==> config.mk <==
export PLATFORM = sky130hd
export DESIGN_NAME = ecs_sequencer
export DESIGN_NICKNAME = d
export VERILOG_FILES = /design/src/verilog/ecs_pkg.sv /design/src/verilog/ecs_down_counter.sv /design/src/verilog/ecs_bus_port.sv /design/src/verilog/ecs_sequencer.sv
export SDC_FILE = /design/constraint.sdc
export NUM_CORES = 1
export LEC_CHECK = 0
export ABC_AREA = 0
export BUFFER_PORTS_ARGS = -buffer_cell sky130_fd_sc_hd__buf_4
export CORE_ASPECT_RATIO = 0.6
export CORE_MARGIN = 3
export CORE_UTILIZATION = 50
export DETAILED_ROUTE_END_ITERATION = 8
export PLACE_DENSITY = 0.81
export SLEW_MARGIN = 20
export SYNTH_ARGS = -nofsm -noshare
export SYNTH_HDL_FRONTEND = slang
export SYNTH_SLANG_ARGS = --single-unit
==> constraint.sdc <==
create_clock -name clk -period 3.3 [get_ports clk]
set_input_delay 0.495 -clock clk [delete_from_list [all_inputs] [get_ports clk]]
set_output_delay 0.495 -clock clk [all_outputs]
set_load 0.03 [all_outputs]
==> src/verilog/ecs_pkg.sv <==
// Shared constants, enumerations and carriers of the instruction sequencer.
// Assumes an external decoder classifies each fetched word and an external
// datapath supplies operands, load/store requests and branch targets.
package ecs_pkg;

	// ------------------------------------------------------------------
	// Widths and vectors
	// ------------------------------------------------------------------
	localparam int          XLEN         = 32;
	localparam int          ADDR_W       = 32;
	localparam int          CNT_W        = 5;
	localparam logic [31:0] RESET_VECTOR = 32'h0000_0000;
	localparam logic [31:0] EXC_VECTOR   = 32'h0000_0020;
	localparam logic [31:0] INSN_STEP    = 32'h0000_0004;

	// ------------------------------------------------------------------
	// Cycle figures
	// ------------------------------------------------------------------
	localparam int BASE_CYCLES      = 6;
	localparam int HALF_LOAD_CYCLES = 9;
	localparam int BYTE_LOAD_CYCLES = 10;
	localparam int SHIFT_MIN_CYCLES = 7;
	localparam int SHIFT_MAX_CYCLES = 38;
	// Counter preload: extract state lasts preload + 1 cycles
	localparam logic [CNT_W-1:0] HALF_EXTRACT_LOAD =
		CNT_W'(HALF_LOAD_CYCLES - BASE_CYCLES - 1);
	localparam logic [CNT_W-1:0] BYTE_EXTRACT_LOAD =
		CNT_W'(BYTE_LOAD_CYCLES - BASE_CYCLES - 1);

	// ------------------------------------------------------------------
	// Enumerations
	// ------------------------------------------------------------------
	typedef enum logic [3:0] {
		CL_ALU          = 4'h0,
		CL_BRANCH       = 4'h1,
		CL_JUMP         = 4'h2,
		CL_CTRL         = 4'h3,
		CL_TRAP         = 4'h4,
		CL_LOAD         = 4'h5,
		CL_STORE        = 4'h6,
		CL_SHIFT        = 4'h7,
		CL_CUSTOM_COMB  = 4'h8,
		CL_CUSTOM_MULTI = 4'h9,
		CL_UNIMPL       = 4'ha,
		CL_OTHER        = 4'hb
	} ecs_class_t;

	typedef enum logic [1:0] {
		SZ_WORD = 2'h0,
		SZ_HALF = 2'h1,
		SZ_BYTE = 2'h2
	} ecs_size_t;

	typedef enum logic [2:0] {
		SH_SLL = 3'h0,
		SH_SRL = 3'h1,
		SH_SRA = 3'h2,
		SH_ROL = 3'h3,
		SH_ROR = 3'h4
	} ecs_shift_t;

	typedef enum logic [1:0] {
		EXC_NONE   = 2'h0,
		EXC_IRQ    = 2'h1,
		EXC_TRAP   = 2'h2,
		EXC_UNIMPL = 2'h3
	} ecs_cause_t;

	typedef enum logic [3:0] {
		ST_BOOT       = 4'h0,
		ST_FETCH      = 4'h1,
		ST_DECODE     = 4'h2,
		ST_OPERAND    = 4'h3,
		ST_EXECUTE    = 4'h4,
		ST_BUS        = 4'h5,
		ST_EXTRACT    = 4'h6,
		ST_SHIFT      = 4'h7,
		ST_WRITEBACK  = 4'h8,
		ST_RETIRE     = 4'h9,
		ST_RESET_HOLD = 4'ha,
		ST_HALT       = 4'hb
	} ecs_state_t;

	// ------------------------------------------------------------------
	// Carriers
	// ------------------------------------------------------------------
	typedef struct packed {
		ecs_class_t       opClass;
		ecs_size_t        size;
		logic             signedLoad;
		ecs_shift_t       shiftKind;
		logic [CNT_W-1:0] shiftAmount;
		logic             writesReg;
	} ecs_op_t;

	typedef struct packed {
		logic             redirect;
		logic [ADDR_W-1:0] target;
	} ecs_flow_t;

	typedef struct packed {
		logic [ADDR_W-1:0] addr;
		logic [XLEN-1:0]   wdata;
		logic [3:0]        be;
	} ecs_dreq_t;

endpackage : ecs_pkg

==> src/verilog/ecs_down_counter.sv <==
// Loadable down counter that times the multi-cycle states.
// Assumes load and decrement are never asserted together.
`timescale 1ns/1ps
module ecs_down_counter
	import ecs_pkg::*;
#(
	parameter int W = CNT_W
) (
	input  wire logic         clk,
	input  wire logic         reset_n,
	input  wire logic         load,
	input  wire logic [W-1:0] loadValue,
	input  wire logic         decrement,
	output logic      [W-1:0] count,
	output logic              zero
);

	always_ff @(posedge clk or negedge reset_n) begin
		if (!reset_n) begin
			count <= '0;
		end else if (load) begin
			count <= loadValue;
		end else if (decrement && count != '0) begin
			count <= count - W'(1);
		end
	end

	assign zero = (count == '0);

endmodule : ecs_down_counter

==> src/verilog/ecs_bus_port.sv <==
// Master port: holds a read or write strobe until wait request drops.
// Assumes the slave samples address and data while the strobe is high.
`timescale 1ns/1ps
module ecs_bus_port
	import ecs_pkg::*;
(
	input  wire logic              clk,
	input  wire logic              reset_n,
	input  wire logic              start,
	input  wire logic              startWrite,
	input  wire logic [ADDR_W-1:0] startAddr,
	input  wire logic [XLEN-1:0]   startData,
	input  wire logic [3:0]        startBe,
	input  wire logic              waitRequest,
	output logic                   read,
	output logic                   write,
	output logic      [ADDR_W-1:0] address,
	output logic      [XLEN-1:0]   writeData,
	output logic      [3:0]        byteEnable,
	output logic                   done
);

	assign done = (read | write) & ~waitRequest;

	always_ff @(posedge clk or negedge reset_n) begin
		if (!reset_n) begin
			read       <= 1'b0;
			write      <= 1'b0;
			address    <= '0;
			writeData  <= '0;
			byteEnable <= 4'h0;
		end else if (start) begin
			read       <= ~startWrite;
			write      <= startWrite;
			// Top address bit never reaches the bus; no uncached alias
			address    <= {1'b0, startAddr[ADDR_W-2:0]};
			writeData  <= startData;
			byteEnable <= startBe;
		end else if (done) begin
			read  <= 1'b0;
			write <= 1'b0;
		end
	end

endmodule : ecs_bus_port

==> src/verilog/ecs_sequencer.sv <==
// Instruction sequencer of the economy core: fetch, execute, retire, one at a time.
// Assumes a decoder classifies iReadData combinationally and a datapath
// presents flow, dataReq and shiftOperand while the stage output is EXECUTE.
`timescale 1ns/1ps
module ecs_sequencer
	import ecs_pkg::*;
(
	input  wire logic              clk,
	input  wire logic              reset_n,
	output logic                   iRead,
	output logic      [ADDR_W-1:0] iAddress,
	input  wire logic [XLEN-1:0]   iReadData,
	input  wire logic              iWaitRequest,
	output logic                   dRead,
	output logic                   dWrite,
	output logic      [ADDR_W-1:0] dAddress,
	output logic      [XLEN-1:0]   dWriteData,
	output logic      [3:0]        dByteEnable,
	input  wire logic [XLEN-1:0]   dReadData,
	input  wire logic              dWaitRequest,
	input  wire ecs_op_t           decodedOp,
	input  wire ecs_flow_t         flow,
	input  wire ecs_dreq_t         dataReq,
	input  wire logic [XLEN-1:0]   shiftOperand,
	input  wire logic              customDone,
	input  wire logic              irq,
	input  wire logic              resetRequest,
	input  wire logic              debugHaltReq,
	output logic      [XLEN-1:0]   insnWord,
	output logic      [ADDR_W-1:0] pc,
	output ecs_state_t             stage,
	output logic                   regWrite,
	output logic                   customStart,
	output logic                   retire,
	output logic                   exceptionTaken,
	output ecs_cause_t             exceptionCause,
	output logic                   resetTaken,
	output logic                   debugHalted,
	output logic      [XLEN-1:0]   shiftResult,
	output logic      [XLEN-1:0]   loadResult
);

	// ------------------------------------------------------------------
	// Declarations
	// ------------------------------------------------------------------
	ecs_state_t        state;
	ecs_state_t        next_state;
	ecs_op_t           op;
	ecs_cause_t        cause;
	logic [ADDR_W-1:0] nextPc;
	logic [ADDR_W-1:0] fetchTarget;
	logic [1:0]        laneSel;
	logic              iStart;
	logic              iDone;
	logic              dStart;
	logic              dDone;
	logic              cntLoad;
	logic [CNT_W-1:0]  cntLoadValue;
	logic              cntDec;
	logic              cntZero;
	logic              isLoad;

	assign stage  = state;
	assign isLoad = (op.opClass == CL_LOAD);

	// ------------------------------------------------------------------
	// Sequencing
	// ------------------------------------------------------------------
	always_comb begin
		next_state = state;
		case (state)
			ST_BOOT: begin
				next_state = ST_FETCH;
			end
			ST_FETCH: begin
				if (iDone) begin
					next_state = ST_DECODE;
				end
			end
			ST_DECODE: begin
				next_state = ST_OPERAND;
			end
			ST_OPERAND: begin
				next_state = ST_EXECUTE;
			end
			ST_EXECUTE: begin
				if (cause != EXC_NONE) begin
					next_state = ST_WRITEBACK;
				end else begin
					case (op.opClass)
						CL_LOAD, CL_STORE: next_state = ST_BUS;
						CL_SHIFT:          next_state = ST_SHIFT;
						CL_CUSTOM_MULTI: begin
							if (customDone) begin
								next_state = ST_WRITEBACK;
							end
						end
						// Arithmetic, flow, control and unknown words alike
						default:           next_state = ST_WRITEBACK;
					endcase
				end
			end
			ST_BUS: begin
				if (dDone) begin
					if (isLoad && op.size != SZ_WORD) begin
						next_state = ST_EXTRACT;
					end else begin
						next_state = ST_WRITEBACK;
					end
				end
			end
			ST_EXTRACT, ST_SHIFT: begin
				if (cntZero) begin
					next_state = ST_WRITEBACK;
				end
			end
			ST_WRITEBACK: begin
				next_state = ST_RETIRE;
			end
			ST_RETIRE: begin
				// Requests are honoured only between instructions
				if (resetRequest) begin
					next_state = ST_RESET_HOLD;
				end else if (debugHaltReq) begin
					next_state = ST_HALT;
				end else begin
					next_state = ST_FETCH;
				end
			end
			ST_RESET_HOLD: begin
				if (!resetRequest) begin
					next_state = ST_FETCH;
				end
			end
			ST_HALT: begin
				if (resetRequest) begin
					next_state = ST_RESET_HOLD;
				end else if (!debugHaltReq) begin
					next_state = ST_FETCH;
				end
			end
			default: begin
				next_state = ST_BOOT;
			end
		endcase
	end

	always_ff @(posedge clk or negedge reset_n) begin
		if (!reset_n) begin
			state <= ST_BOOT;
		end else begin
			state <= next_state;
		end
	end

	// ------------------------------------------------------------------
	// Instruction fetch
	// ------------------------------------------------------------------
	// Target is known once the instruction has executed; fetch reads nextPc in RETIRE or HALT
	always_comb begin
		case (state)
			ST_RETIRE: fetchTarget = nextPc;
			ST_HALT:   fetchTarget = nextPc;
			default:   fetchTarget = RESET_VECTOR;
		endcase
	end

	assign iStart = (next_state == ST_FETCH) && (state != ST_FETCH);

	ecs_bus_port u_instr_port (
		.clk         (clk),
		.reset_n     (reset_n),
		.start       (iStart),
		.startWrite  (1'b0),
		.startAddr   (fetchTarget),
		.startData   ('0),
		.startBe     (4'hf),
		.waitRequest (iWaitRequest),
		.read        (iRead),
		.write       (),
		.address     (iAddress),
		.writeData   (),
		.byteEnable  (),
		.done        (iDone)
	);

	always_ff @(posedge clk or negedge reset_n) begin
		if (!reset_n) begin
			pc       <= RESET_VECTOR;
			insnWord <= '0;
			op       <= '0;
			cause    <= EXC_NONE;
		end else begin
			if (iStart) begin
				pc <= fetchTarget;
			end
			if (state == ST_FETCH && iDone) begin
				insnWord <= iReadData;
				op       <= decodedOp;
				// Interrupt outranks whatever the fetched word would do
				if (irq) begin
					cause <= EXC_IRQ;
				end else if (decodedOp.opClass == CL_TRAP) begin
					cause <= EXC_TRAP;
				end else if (decodedOp.opClass == CL_UNIMPL) begin
					cause <= EXC_UNIMPL;
				end else begin
					cause <= EXC_NONE;
				end
			end
		end
	end

	always_ff @(posedge clk or negedge reset_n) begin
		if (!reset_n) begin
			nextPc <= RESET_VECTOR;
		end else if (state == ST_EXECUTE) begin
			if (cause != EXC_NONE) begin
				nextPc <= EXC_VECTOR;
			end else if (flow.redirect) begin
				nextPc <= flow.target;
			end else begin
				nextPc <= pc + INSN_STEP;
			end
		end
	end

	// ------------------------------------------------------------------
	// Data access
	// ------------------------------------------------------------------
	assign dStart = (state == ST_EXECUTE) && (next_state == ST_BUS);

	ecs_bus_port u_data_port (
		.clk         (clk),
		.reset_n     (reset_n),
		.start       (dStart),
		.startWrite  (op.opClass == CL_STORE),
		.startAddr   (dataReq.addr),
		.startData   (dataReq.wdata),
		.startBe     (dataReq.be),
		.waitRequest (dWaitRequest),
		.read        (dRead),
		.write       (dWrite),
		.address     (dAddress),
		.writeData   (dWriteData),
		.byteEnable  (dByteEnable),
		.done        (dDone)
	);

	always_ff @(posedge clk or negedge reset_n) begin
		if (!reset_n) begin
			laneSel <= 2'h0;
		end else if (dStart) begin
			laneSel <= dataReq.addr[1:0];
		end
	end

	// ------------------------------------------------------------------
	// Multi-cycle timing: shift bits and sub-word extraction
	// ------------------------------------------------------------------
	assign cntLoad      = (state == ST_EXECUTE && next_state == ST_SHIFT) ||
	                      (state == ST_BUS && next_state == ST_EXTRACT);
	assign cntLoadValue = (state == ST_EXECUTE) ? op.shiftAmount :
	                      (op.size == SZ_HALF) ? HALF_EXTRACT_LOAD : BYTE_EXTRACT_LOAD;
	assign cntDec       = (state == ST_SHIFT) || (state == ST_EXTRACT);

	ecs_down_counter #(
		.W (CNT_W)
	) u_step_counter (
		.clk       (clk),
		.reset_n   (reset_n),
		.load      (cntLoad),
		.loadValue (cntLoadValue),
		.decrement (cntDec),
		.count     (),
		.zero      (cntZero)
	);

	// Serial shifter trades speed for area: one position per cycle
	always_ff @(posedge clk or negedge reset_n) begin
		if (!reset_n) begin
			shiftResult <= '0;
		end else if (state == ST_EXECUTE && op.opClass == CL_SHIFT) begin
			shiftResult <= shiftOperand;
		end else if (state == ST_SHIFT && !cntZero) begin
			case (op.shiftKind)
				SH_SLL:  shiftResult <= {shiftResult[XLEN-2:0], 1'b0};
				SH_SRL:  shiftResult <= {1'b0, shiftResult[XLEN-1:1]};
				SH_SRA:  shiftResult <= {shiftResult[XLEN-1], shiftResult[XLEN-1:1]};
				SH_ROL:  shiftResult <= {shiftResult[XLEN-2:0], shiftResult[XLEN-1]};
				SH_ROR:  shiftResult <= {shiftResult[0], shiftResult[XLEN-1:1]};
				default: shiftResult <= shiftResult;
			endcase
		end
	end

	always_ff @(posedge clk or negedge reset_n) begin
		if (!reset_n) begin
			loadResult <= '0;
		end else if (state == ST_BUS && dDone && isLoad) begin
			loadResult <= dReadData;
		end else if (state == ST_EXTRACT && cntZero) begin
			if (op.size == SZ_HALF) begin
				loadResult <= laneSel[1] ?
					{{16{op.signedLoad & loadResult[31]}}, loadResult[31:16]} :
					{{16{op.signedLoad & loadResult[15]}}, loadResult[15:0]};
			end else begin
				case (laneSel)
					2'h0:    loadResult <= {{24{op.signedLoad & loadResult[7]}},
					                        loadResult[7:0]};
					2'h1:    loadResult <= {{24{op.signedLoad & loadResult[15]}},
					                        loadResult[15:8]};
					2'h2:    loadResult <= {{24{op.signedLoad & loadResult[23]}},
					                        loadResult[23:16]};
					default: loadResult <= {{24{op.signedLoad & loadResult[31]}},
					                        loadResult[31:24]};
				endcase
			end
		end
	end

	// ------------------------------------------------------------------
	// Strobes and status
	// ------------------------------------------------------------------
	always_ff @(posedge clk or negedge reset_n) begin
		if (!reset_n) begin
			regWrite       <= 1'b0;
			customStart    <= 1'b0;
			retire         <= 1'b0;
			exceptionTaken <= 1'b0;
			exceptionCause <= EXC_NONE;
			resetTaken     <= 1'b0;
			debugHalted    <= 1'b0;
		end else begin
			regWrite       <= (next_state == ST_WRITEBACK) && (state != ST_WRITEBACK) &&
			                  op.writesReg && (cause == EXC_NONE);
			customStart    <= (state == ST_OPERAND) && (op.opClass == CL_CUSTOM_MULTI) &&
			                  (cause == EXC_NONE);
			retire         <= (next_state == ST_RETIRE);
			exceptionTaken <= (next_state == ST_RETIRE) && (cause != EXC_NONE);
			if (next_state == ST_RETIRE) begin
				exceptionCause <= cause;
			end
			resetTaken     <= (next_state == ST_RESET_HOLD);
			debugHalted    <= (next_state == ST_HALT);
		end
	end

endmodule : ecs_sequencer

Yosys cells after proc, flatten, opt, wreduce, memory -nomap -nowiden
Index checks and enable logic that the tools add are counted.

Add/subtract/negate cells: 2. Eq/ne operators: 37. Bitwise operators: 11. Reductions and logical operators: 43. Multiplexer cells: 37.

Operators by type and width (number): $mux 32 (9); $pmux 32 s5 (1); $pmux 32 s3 (1); $eq 4x3->1 const B (11); $mux 4 (11); $pmux 4 s11 (1); $eq 4x4->1 const B (10); $add 32x3->32 const B (1); $logic_and 1x1->1 (18); $mux 5 (3); $reduce_bool 2->1 (7); $pmux 4 s3 (1); $reduce_bool 5->1 (2); $eq 4x1->1 const B (2); $eq 4x2->1 const B (2); $mux 1 (7); $and 1x1->1 (6); $eq 3x2->1 const B (2); $mux 2 (3); $reduce_and 3->1 (2); $reduce_bool 6->1 (1); $reduce_or 2->1 (3); $logic_not 5->1 (1); $sub 5x1->5 const B (1); other kinds (17) (24).

Bits of input ports: 221. Flip-flop bits (word level): 299. Output and inout port bits: 243. Word-level logic and storage cells: 163.

Depth between registers and ports, before layout
Gate-level depths: netlist of run 1.

Word-level depth: 9. Depth in mapped cells: 10. Depth with buffers taken out: 8.

Cells and area by module
From an unflattened synthesis of run 1, not the netlist that was laid out.

Cells, all modules: 1275. Area, all modules: 15984.1 µm².

Modules (own cells, without submodules): ecs_sequencer (instances 1, area each 9831.9 µm², sequential area each 4804.6 µm², cells an instance 937); ecs_bus_port (instances 2, area each 2924.1 µm², sequential area each 1726.7 µm², cells an instance 153); ecs_down_counter (instances 1, area each 304.0 µm², sequential area each 125.1 µm², cells an instance 32).

Worst setup path after synthesis of run 1
No wires, ideal clock.

Path kind: flip-flop to flip-flop. Start point: register state[3] (netlist: stage[3]). End point: register pc[10]. Clock period less this slack: 2.429 ns. Stages on the path, launching flop included: 11. Setup time: 0.079 ns. Slack: 0.871 ns. Data required time: 3.221 ns. Buffers on the path: 4. Data arrival time: 2.350 ns. Cell sequence: dfrtp_1 > buf_6 > or4b_1 > buf_4 > nor2_8 > a221oi_1 > nor2_1 > nor4b_2 > buf_6 > buf_12 > mux2i_1.

Cells in the longest elaborated chain, start to end: 6. Elaborated cells between the ends (all ways): 28. Those cells by class: eq/ne (13); mux (11); reduce/logical (4).

Ends and longest elaborated chain: start: declaration (line ecs_sequencer.sv:46) `ecs_state_t state;`; start signal: assignment (line ecs_sequencer.sv:152) `state <= next_state;`; $mux 4 (line ecs_sequencer.sv:94) `if (customDone) begin`; $pmux 4 s3 (line ecs_sequencer.sv:90) `case (op.opClass)`; $mux 4 (line ecs_sequencer.sv:87) `if (cause != EXC_NONE) begin`; $pmux 4 s11 (line ecs_sequencer.sv:71) `case (state)`; $eq 4x1->1 (line ecs_sequencer.sv:168) `assign iStart = (next_state == ST_FETCH) && (state != ST_FETCH);`; $logic_and 1x1->1 (line ecs_sequencer.sv:168); end signal: assignment (line ecs_sequencer.sv:195) `pc <= fetchTarget;`; end: declaration (line ecs_sequencer.sv:30) `output logic [ADDR_W-1:0] pc,`.

Several ways; a longest one is shown, not always the timed one. A chain may end at the register's enable or synchronous reset.

Worst setup path after layout of run 1
Start point: register state[1] (netlist: stage[1]). End point: register pc[7].

Same word-level chain as after synthesis.

==> results.sh, run 1 <==
export IMPL_power_leakage_nw=8.42
export IMPL_synth_edff_count=0
export IMPL_syn_avg_cell_area_um2=11.0
export IMPL_postPlaceCellArea_mm2=0.0163
export IMPL_cp_end_kind="flop"
export IMPL_yosysMostFrequentCell="dfrtp_1"
export IMPL_grt_pass1_vias=10500
export IMPL_yosys_top_cells_area="dfrtp_1, mux2_2, mux2i_1, nand2_1, o21ai_0"
export IMPL_period_share_pct=85.1
export IMPL_synth_cell_types=69
export IMPL_fin_area_mm2=0.0172
export IMPL_async_reset_ff_share_pct=100
export IMPL_grt_max_degree=90
export IMPL_via_per_inst=5.51
export IMPL_yosysTopAreaCellShare_pct=51.8
export IMPL_cts_made_buffers=26
export IMPL_drt_pass1_iterations=5
export IMPL_multiInputGateArea_mm2=0.00543
export IMPL_ys_ff_latch=265
export IMPL_ant_nets=0
export IMPL_min_path_type="input port to flop"
export IMPL_tritoncts="yes"
export IMPL_io_pins=464
export IMPL_clk_path_buf_depth=3
export IMPL_worstMarginPinSlew_ps=939
export IMPL_r2r_slack_ps=490
export IMPL_crit_path_max_fanout=33
export IMPL_finalMaxSlewViolations=0
export IMPL_die_area_mm2=0.0276
export IMPL_fin_skew_ps=27.1
export IMPL_clk_latency_ps=550
export IMPL_rsz0062_at_grt="no"
export IMPL_max_freq_mhz=356
export IMPL_cts_resized=0
export IMPL_core_region_area_mm2=0.0247
export IMPL_vdd_drop_max_mv=0.616
export IMPL_grt_total_usage_pct=27.5
export IMPL_via_count=10500
export IMPL_clock_tree_root_cell="clkbuf_16"
export IMPL_cts_sinks=265
export IMPL_hold_depth=2
export IMPL_drt_iter0_drc=795
export IMPL_nets=1790
export IMPL_rows=44
export IMPL_hp_start="decodedOp[12]"
export IMPL_tns_ps=0
export IMPL_yosysWarnings=0
export IMPL_grt_pass1_wl_mm=59.7
export IMPL_synth_area_mm2=0.0128
export IMPL_final_seq_area_mm2=0.00663
export IMPL_area_growth_pct=34.1
export IMPL_die_w_um=212
export IMPL_ys_seq_area_share_pct=51.8
export IMPL_status="completed"
export IMPL_antenna_found_initial=4
export IMPL_reg2reg_to="pc[7]"
export IMPL_synth_common_cells="dfrtp_1, nand2_1, mux2_2"
export IMPL_slowest_stage="or4b_1"
export IMPL_holdPathEnd="cause[1]"
export IMPL_wl_per_cell_um=20.7
export IMPL_hold_viol=0
export IMPL_power_mw=14.4
export IMPL_slew_limit_headroom_pct=36.9
export IMPL_start_kind="flop"
export IMPL_cp_slowest_stage_delay_ps=780
export IMPL_nFillCells=1817
export IMPL_synthCells=1160
export IMPL_fin_crit_ps=2810
export IMPL_r2r_start="stage[1]"
export IMPL_setup_viol=0
export IMPL_start_util_pct=51.9
export IMPL_layout_drive_gt1_share_pct=43.1
export IMPL_htree_num_levels=1
export IMPL_arrival_ps=3260
export IMPL_wirelength_mm=39.5
export IMPL_clkSlewWorstSetupHoldPaths_ps=60
export IMPL_synth_largest_area_cell="dfrtp_1"
export IMPL_max_cap_violations=0
export IMPL_dpl_hpwl_mm=28.5
export IMPL_grt_ovfl_total=0
export IMPL_gp_congestion=0.876
export IMPL_required_ps=3750
export IMPL_port_buffers=460
export IMPL_drc_errors=0
export IMPL_worstSetupPathType="flop to flop"
export IMPL_rr_worst_depth=7
export IMPL_path_cells="or4b_1 -> nor2_8 -> a221oi_1 -> nor2_1 -> nor4b_4 -> buf_12 -> mux2i_1"
export IMPL_power_density_mw_per_mm2=841
export IMPL_synth_main_ff_cell="dfrtp_1"
export IMPL_fp_dieH_um=130
logic make-up (layout without fill, tap and decap cells):
| logic type | count (synthesis) | count (layout) | synth area share, % |
|---|---|---|---|
| buffers and inverters | 142 | 565 | 6.09 |
| other | 1 | 6 | 0.0293 |
| adders and majority gates | 3 | 3 | 0.293 |
| DFF | 265 | 265 | 51.8 |
| AOI/OAI and AO/OA | 217 | 217 | 10.3 |
| xor gates and xnor gates | 31 | 31 | 2.12 |
| and+or+nand+nor | 288 | 288 | 10.9 |
| muxes | 213 | 213 | 18.4 |
cells in the final DEF, fill, tap and decap left out, types with 9 or more instances in the layout:
master / n
buf_4: 472
dfrtp_1: 265
nand2_1: 141
mux2_2: 131
o21ai_0: 91
mux2i_1: 72
nor2_1: 63
a21oi_1: 63
inv_1: 39
xnor2_1: 29
clkbuf_16: 26
a221o_1: 16
a22oi_1: 12
nand3_1: 10
nor3b_1: 9
mux2_4: 9
how the worst max path moves through the flow:
stage | startpoint | to | cells after the start
6_report | stage[1] | pc[7] | 7
2_1_floorplan | stage[3] | pc[10] | 10
3_3_place_gp | u_step_counter.count[0] | u_data_port.writeData[24] | 8
4_1_cts | op[15] | loadResult[14] | 5
5_1_grt | op[15] | loadResult[5] | 5
3_5_place_dp | op[15] | loadResult[14] | 5
through the flow:
| step | instances | setup slack, ps | util (%) | hold WS, ps |
|---|---|---|---|---|
| 6_report | 1910 | 491 | 69.6 | 139 |
| 5_1_grt | 1910 | 299 | 69.6 | 134 |
| 4_1_cts | 1906 | 473 | 69.5 | 113 |
| 3_5_place_dp | 1859 | 509 | 66.0 | 465 |
| 3_3_place_gp | 1859 | 624 | 66.0 | 461 |
| 2_1_floorplan | 1161 | 871 | - | 199 |
critical path, delay by kind of cell, from the launching register on:
family | cells | cell delay, ps
AO/OA/AOI/OAI | 1 | 170
buffers and inverters | 1 | 300
flip-flops | 1 | 580
multiplexers | 1 | 240
AND/OR/NAND/NOR | 4 | 1410
cell type report:
type	count	share of cell area, %
flip-flops and latches	265	38.6
multi-input cells	754	31.7
well taps	322	2.35
inverters	40	0.875
repair buffers	479	21.4
diodes	4	0.0583
clock inverters	9	0.642
clock buffers	37	4.38
where the power goes:
group / switching, mW / leakage, nW / internal (mW)
Clock: 1.29 / 0.429 / 1.74
Combinational: 3.68 / 4.55 / 2.63
Sequential: 0.892 / 3.45 / 4.19
routing by layer:
metal	vias up	GRT usage, %	routed length [um]
met5	-	0	0
met4	0	7.78	996
met3	60	5.69	2650
met2	379	47.7	20000
met1	5248	35.6	15900
li1	4829	-	-
flip-flops by register name (all words and copies together), names as in the netlist, 2 cells and up:
| name | cells |
|---|---|
| stage | 4 |
| u_data_port.writeData | 32 |
| shiftResult | 32 |
| u_data_port.byteEnable | 4 |
| op | 16 |
| nextPc | 32 |
| insnWord | 32 |
| u_data_port.address | 30 |
| exceptionCause | 2 |
| pc | 32 |
| u_step_counter.count | 5 |
| loadResult | 32 |
| cause | 2 |
timing repair:
item                                   4_1_cts  5_1_grt
endpoints found under the hold margin       26        0
setup buffers                                0        0
hold buffers                                 1        0
Power figures use the tool's default switching activity.
==> run 2, diff against run 1 <==
--- a/config.mk
+++ b/config.mk
@@ -5,13 +5,14 @@
 export SDC_FILE = /design/constraint.sdc
 export NUM_CORES = 1
 export LEC_CHECK = 0
-export ABC_AREA = 0
+export ABC_AREA = 1
 export BUFFER_PORTS_ARGS = -buffer_cell sky130_fd_sc_hd__buf_4
 export CORE_ASPECT_RATIO = 0.6
 export CORE_MARGIN = 3
-export CORE_UTILIZATION = 50
+export CORE_UTILIZATION = 51
 export DETAILED_ROUTE_END_ITERATION = 8
 export PLACE_DENSITY = 0.81
+export REMOVE_ABC_BUFFERS = 1
 export SLEW_MARGIN = 20
 export SYNTH_ARGS = -nofsm -noshare
 export SYNTH_HDL_FRONTEND = slang
==> run 2 against run 1 <==
Compared with the run above:
- wire length up 13%
- final cell count rose by 32%
- setup slack gained 200 ps
- sequential cell count unchanged
- die area is 3.0% higher
- synthesized cell count is 51% higher
- sequential power grew 8.1%
- non-clock buffer count up 6
==> results.sh, run 2 <==
export IMPL_io_pins=464
export IMPL_start_util_pct=52.5
export IMPL_wl_per_cell_um=17.7
export IMPL_fin_skew_ps=15.8
export IMPL_worstMarginPinSlew_ps=838
export IMPL_layout_common_cells="nand2_1, buf_4, dfrtp_1"
export IMPL_cts_made_buffers=25
export IMPL_cts_resized=0
export IMPL_yosys_area_share_simple_pct=32.2
export IMPL_rows=45
export IMPL_holdPathEnd="op[2]"
export IMPL_start_kind="flop"
export IMPL_synth_common_cells="nand2_1, dfrtp_1, nand3_1"
export IMPL_cp_end_kind="flop"
export IMPL_synthCells=1753
export IMPL_nets=2371
export IMPL_power_density_mw_per_mm2=972
export IMPL_final_common_cell="nand2_1"
export IMPL_p_int_mw=9.35
export IMPL_p_clk_share_pct=18.8
export IMPL_syn_avg_cell_area_um2=7.67
export IMPL_final_seq_area_mm2=0.00663
export IMPL_antenna_found_initial=2
export IMPL_crit_path_max_fanout=53
export IMPL_synth_main_ff_cell="dfrtp_1"
export IMPL_power_leakage_nw=9.38
export IMPL_via_count=13800
export IMPL_area_growth_pct=33.2
export IMPL_fp_dieH_um=132
export IMPL_grt_pass1_wl_mm=70.5
export IMPL_clkSlewWorstSetupHoldPaths_ps=60
export IMPL_async_reset_ff_share_pct=100
export IMPL_p_sw_mw=8.06
export IMPL_hold_depth=3
export IMPL_tns_ps=0
export IMPL_r2r_start="u_step_counter.count[0]"
export IMPL_holdBufCountCts=1
export IMPL_cts_setup_buffers=0
export IMPL_grt_total_usage_pct=30.4
export IMPL_period_share_pct=79.0
export IMPL_setup_viol=0
export IMPL_max_freq_mhz=384
export IMPL_finalMaxSlewViolations=0
export IMPL_synth_area_mm2=0.0135
export IMPL_hold_viol=0
export IMPL_grt_ovfl_total=0
export IMPL_max_cap_violations=0
export IMPL_clk_path_buf_depth=3
export IMPL_grt_pass1_vias=12900
export IMPL_clock_tree_root_cell="clkbuf_16"
export IMPL_die_w_um=216
export IMPL_fin_crit_ps=2610
export IMPL_port_buffers=460
export IMPL_drt_pass1_iterations=5
export IMPL_ys_seq_area_share_pct=49.3
export IMPL_p_comb_share_pct=49.7
export IMPL_htree_num_levels=1
export IMPL_dpl_hpwl_mm=32.1
export IMPL_ant_nets=0
export IMPL_synth_mux_area_fraction_pct=0
export IMPL_swShare_pct=46.3
export IMPL_vdd_drop_max_mv=0.658
export IMPL_yosysMostFrequentCell="nand2_1"
export IMPL_hp_start="decodedOp[2]"
export IMPL_r2r_slack_ps=690
export IMPL_die_area_mm2=0.0284
export IMPL_final_core_util_pct=69.9
export IMPL_gp_congestion=0.960
export IMPL_power_frac_seq_pct=31.5
export IMPL_drc_errors=0
export IMPL_drt_iter0_drc=1452
export IMPL_multiInputGateArea_mm2=0.00564
export IMPL_min_path_type="input port to flop"
export IMPL_worstSetupPathType="flop to flop"
export IMPL_synth_compound_gate_area_share_pct=8.60
export IMPL_arrival_ps=3040
export IMPL_via_per_inst=5.46
export IMPL_rsz0062_at_grt="no"
export IMPL_required_ps=3730
export IMPL_nFillCells=2035
export IMPL_synth_xor_area_share_pct=0.781
export IMPL_yosysTopAreaCellShare_pct=49.3
export IMPL_core_region_area_mm2=0.0256
export IMPL_cts_sinks=265
export IMPL_hold_ws_ps=132
export IMPL_tritoncts="yes"
export IMPL_rr_worst_depth=14
export IMPL_synth_top_family_by_area="simple AND/OR/NAND/NOR gates"
export IMPL_clk_latency_ps=550
export IMPL_synth_edff_count=0
export IMPL_post_synth_fa_ha_maj_area_fraction_pct=0.279
export IMPL_ys_ff_latch=265
export IMPL_reg2reg_to="u_data_port.address[30]"
export IMPL_slew_limit_headroom_pct=43.8
export IMPL_yosys_top_cells_area="dfrtp_1, nand2_1, nand3_1, nor2_1, inv_1"
export IMPL_grt_max_degree=100
export IMPL_layout_drive_gt1_share_pct=27.0
export IMPL_synth_cell_types=42
export IMPL_synth_largest_area_cell="dfrtp_1"
export IMPL_yosysWarnings=0
export IMPL_wirelength_mm=44.6
export IMPL_status="completed"
## run 2: worst max-delay path, stage by stage (launching register included)
cell and delay, ps:
dfrtp_1 400, inv_1 120, ha_1 160, inv_1 40, nor2_1 70, nand2_1 160, nand2_2 180, nand2_1 90
inv_1 60, nand2_1 60, nor2_2 210, nand3_2 410, buf_12 350, nand2_1 100, nand2_1 70
## run 2: worst max path at each step
stage / cells after the start / slack [ps] / endpoint / startpoint
floorplan: 10 / -270 / pc[2] / stage[0]
global placement: 14 / 800 / laneSel[0] / u_step_counter.count[0]
detailed placement: 14 / 730 / u_data_port.address[23] / u_step_counter.count[0]
CTS: 14 / 690 / u_data_port.address[30] / u_step_counter.count[0]
global route: 14 / 470 / u_data_port.address[30] / u_step_counter.count[0]
finish: 14 / 690 / u_data_port.address[30] / u_step_counter.count[0]
## run 2: power by group through the flow
| stage | sequential [mW] | clock (mW) | combinational [mW] |
|---|---|---|---|
| 2_1_floorplan | 7.34 | 0 | 3.27 |
| 3_3_place_gp | 5.45 | 0 | 8.42 |
| 3_5_place_dp | 5.47 | 0 | 8.61 |
| 4_1_cts | 5.46 | 3.32 | 8.63 |
| 5_1_grt | 5.64 | 3.46 | 9.31 |
| 6_report | 5.49 | 3.28 | 8.65 |
## run 2: cell type report
type | instances | area share (%)
multi-input combinational | 1221 | 31.5
clock inverter | 12 | 1.28
inverter | 149 | 3.13
sequential | 265 | 37.0
antenna | 2 | 0.0279
timing repair buffer | 485 | 20.7
tap | 352 | 2.46
clock buffer | 34 | 3.90
## run 2: through the flow
stage                     instances  instance area, um^2  power (mW)  setup slack [ps]
final                          2520                17900        17.4               694
after global routing           2520                17900        18.4               470
after CTS                      2518                17900        17.4               693
after detailed placement       2471                17000        14.1               725
after global placement         2471                17000        13.9               800
after floorplan                1635                12800        10.6              -269
## run 2: kinds of logic (layout without fill, tap and decap cells)
| logic type | Yosys count | in the layout |
|---|---|---|
| DFF | 265 | 265 |
| adders and majority gates | 3 | 3 |
| AOI/OAI and AO/OA | 193 | 193 |
| buffers and inverters | 268 | 680 |
| and+or+nand+nor | 1011 | 1011 |
| other | 1 | 4 |
| xor gates and xnor gates | 12 | 12 |
## run 2: layer usage
layer | track usage (%) | share of wire (%) | routed length, um
met5 | 0 | 0 | 0
met4 | 8.10 | 2.9 | 1290
met3 | 6.43 | 8.3 | 3680
met2 | 48.4 | 47 | 21100
met1 | 42.6 | 42 | 18500
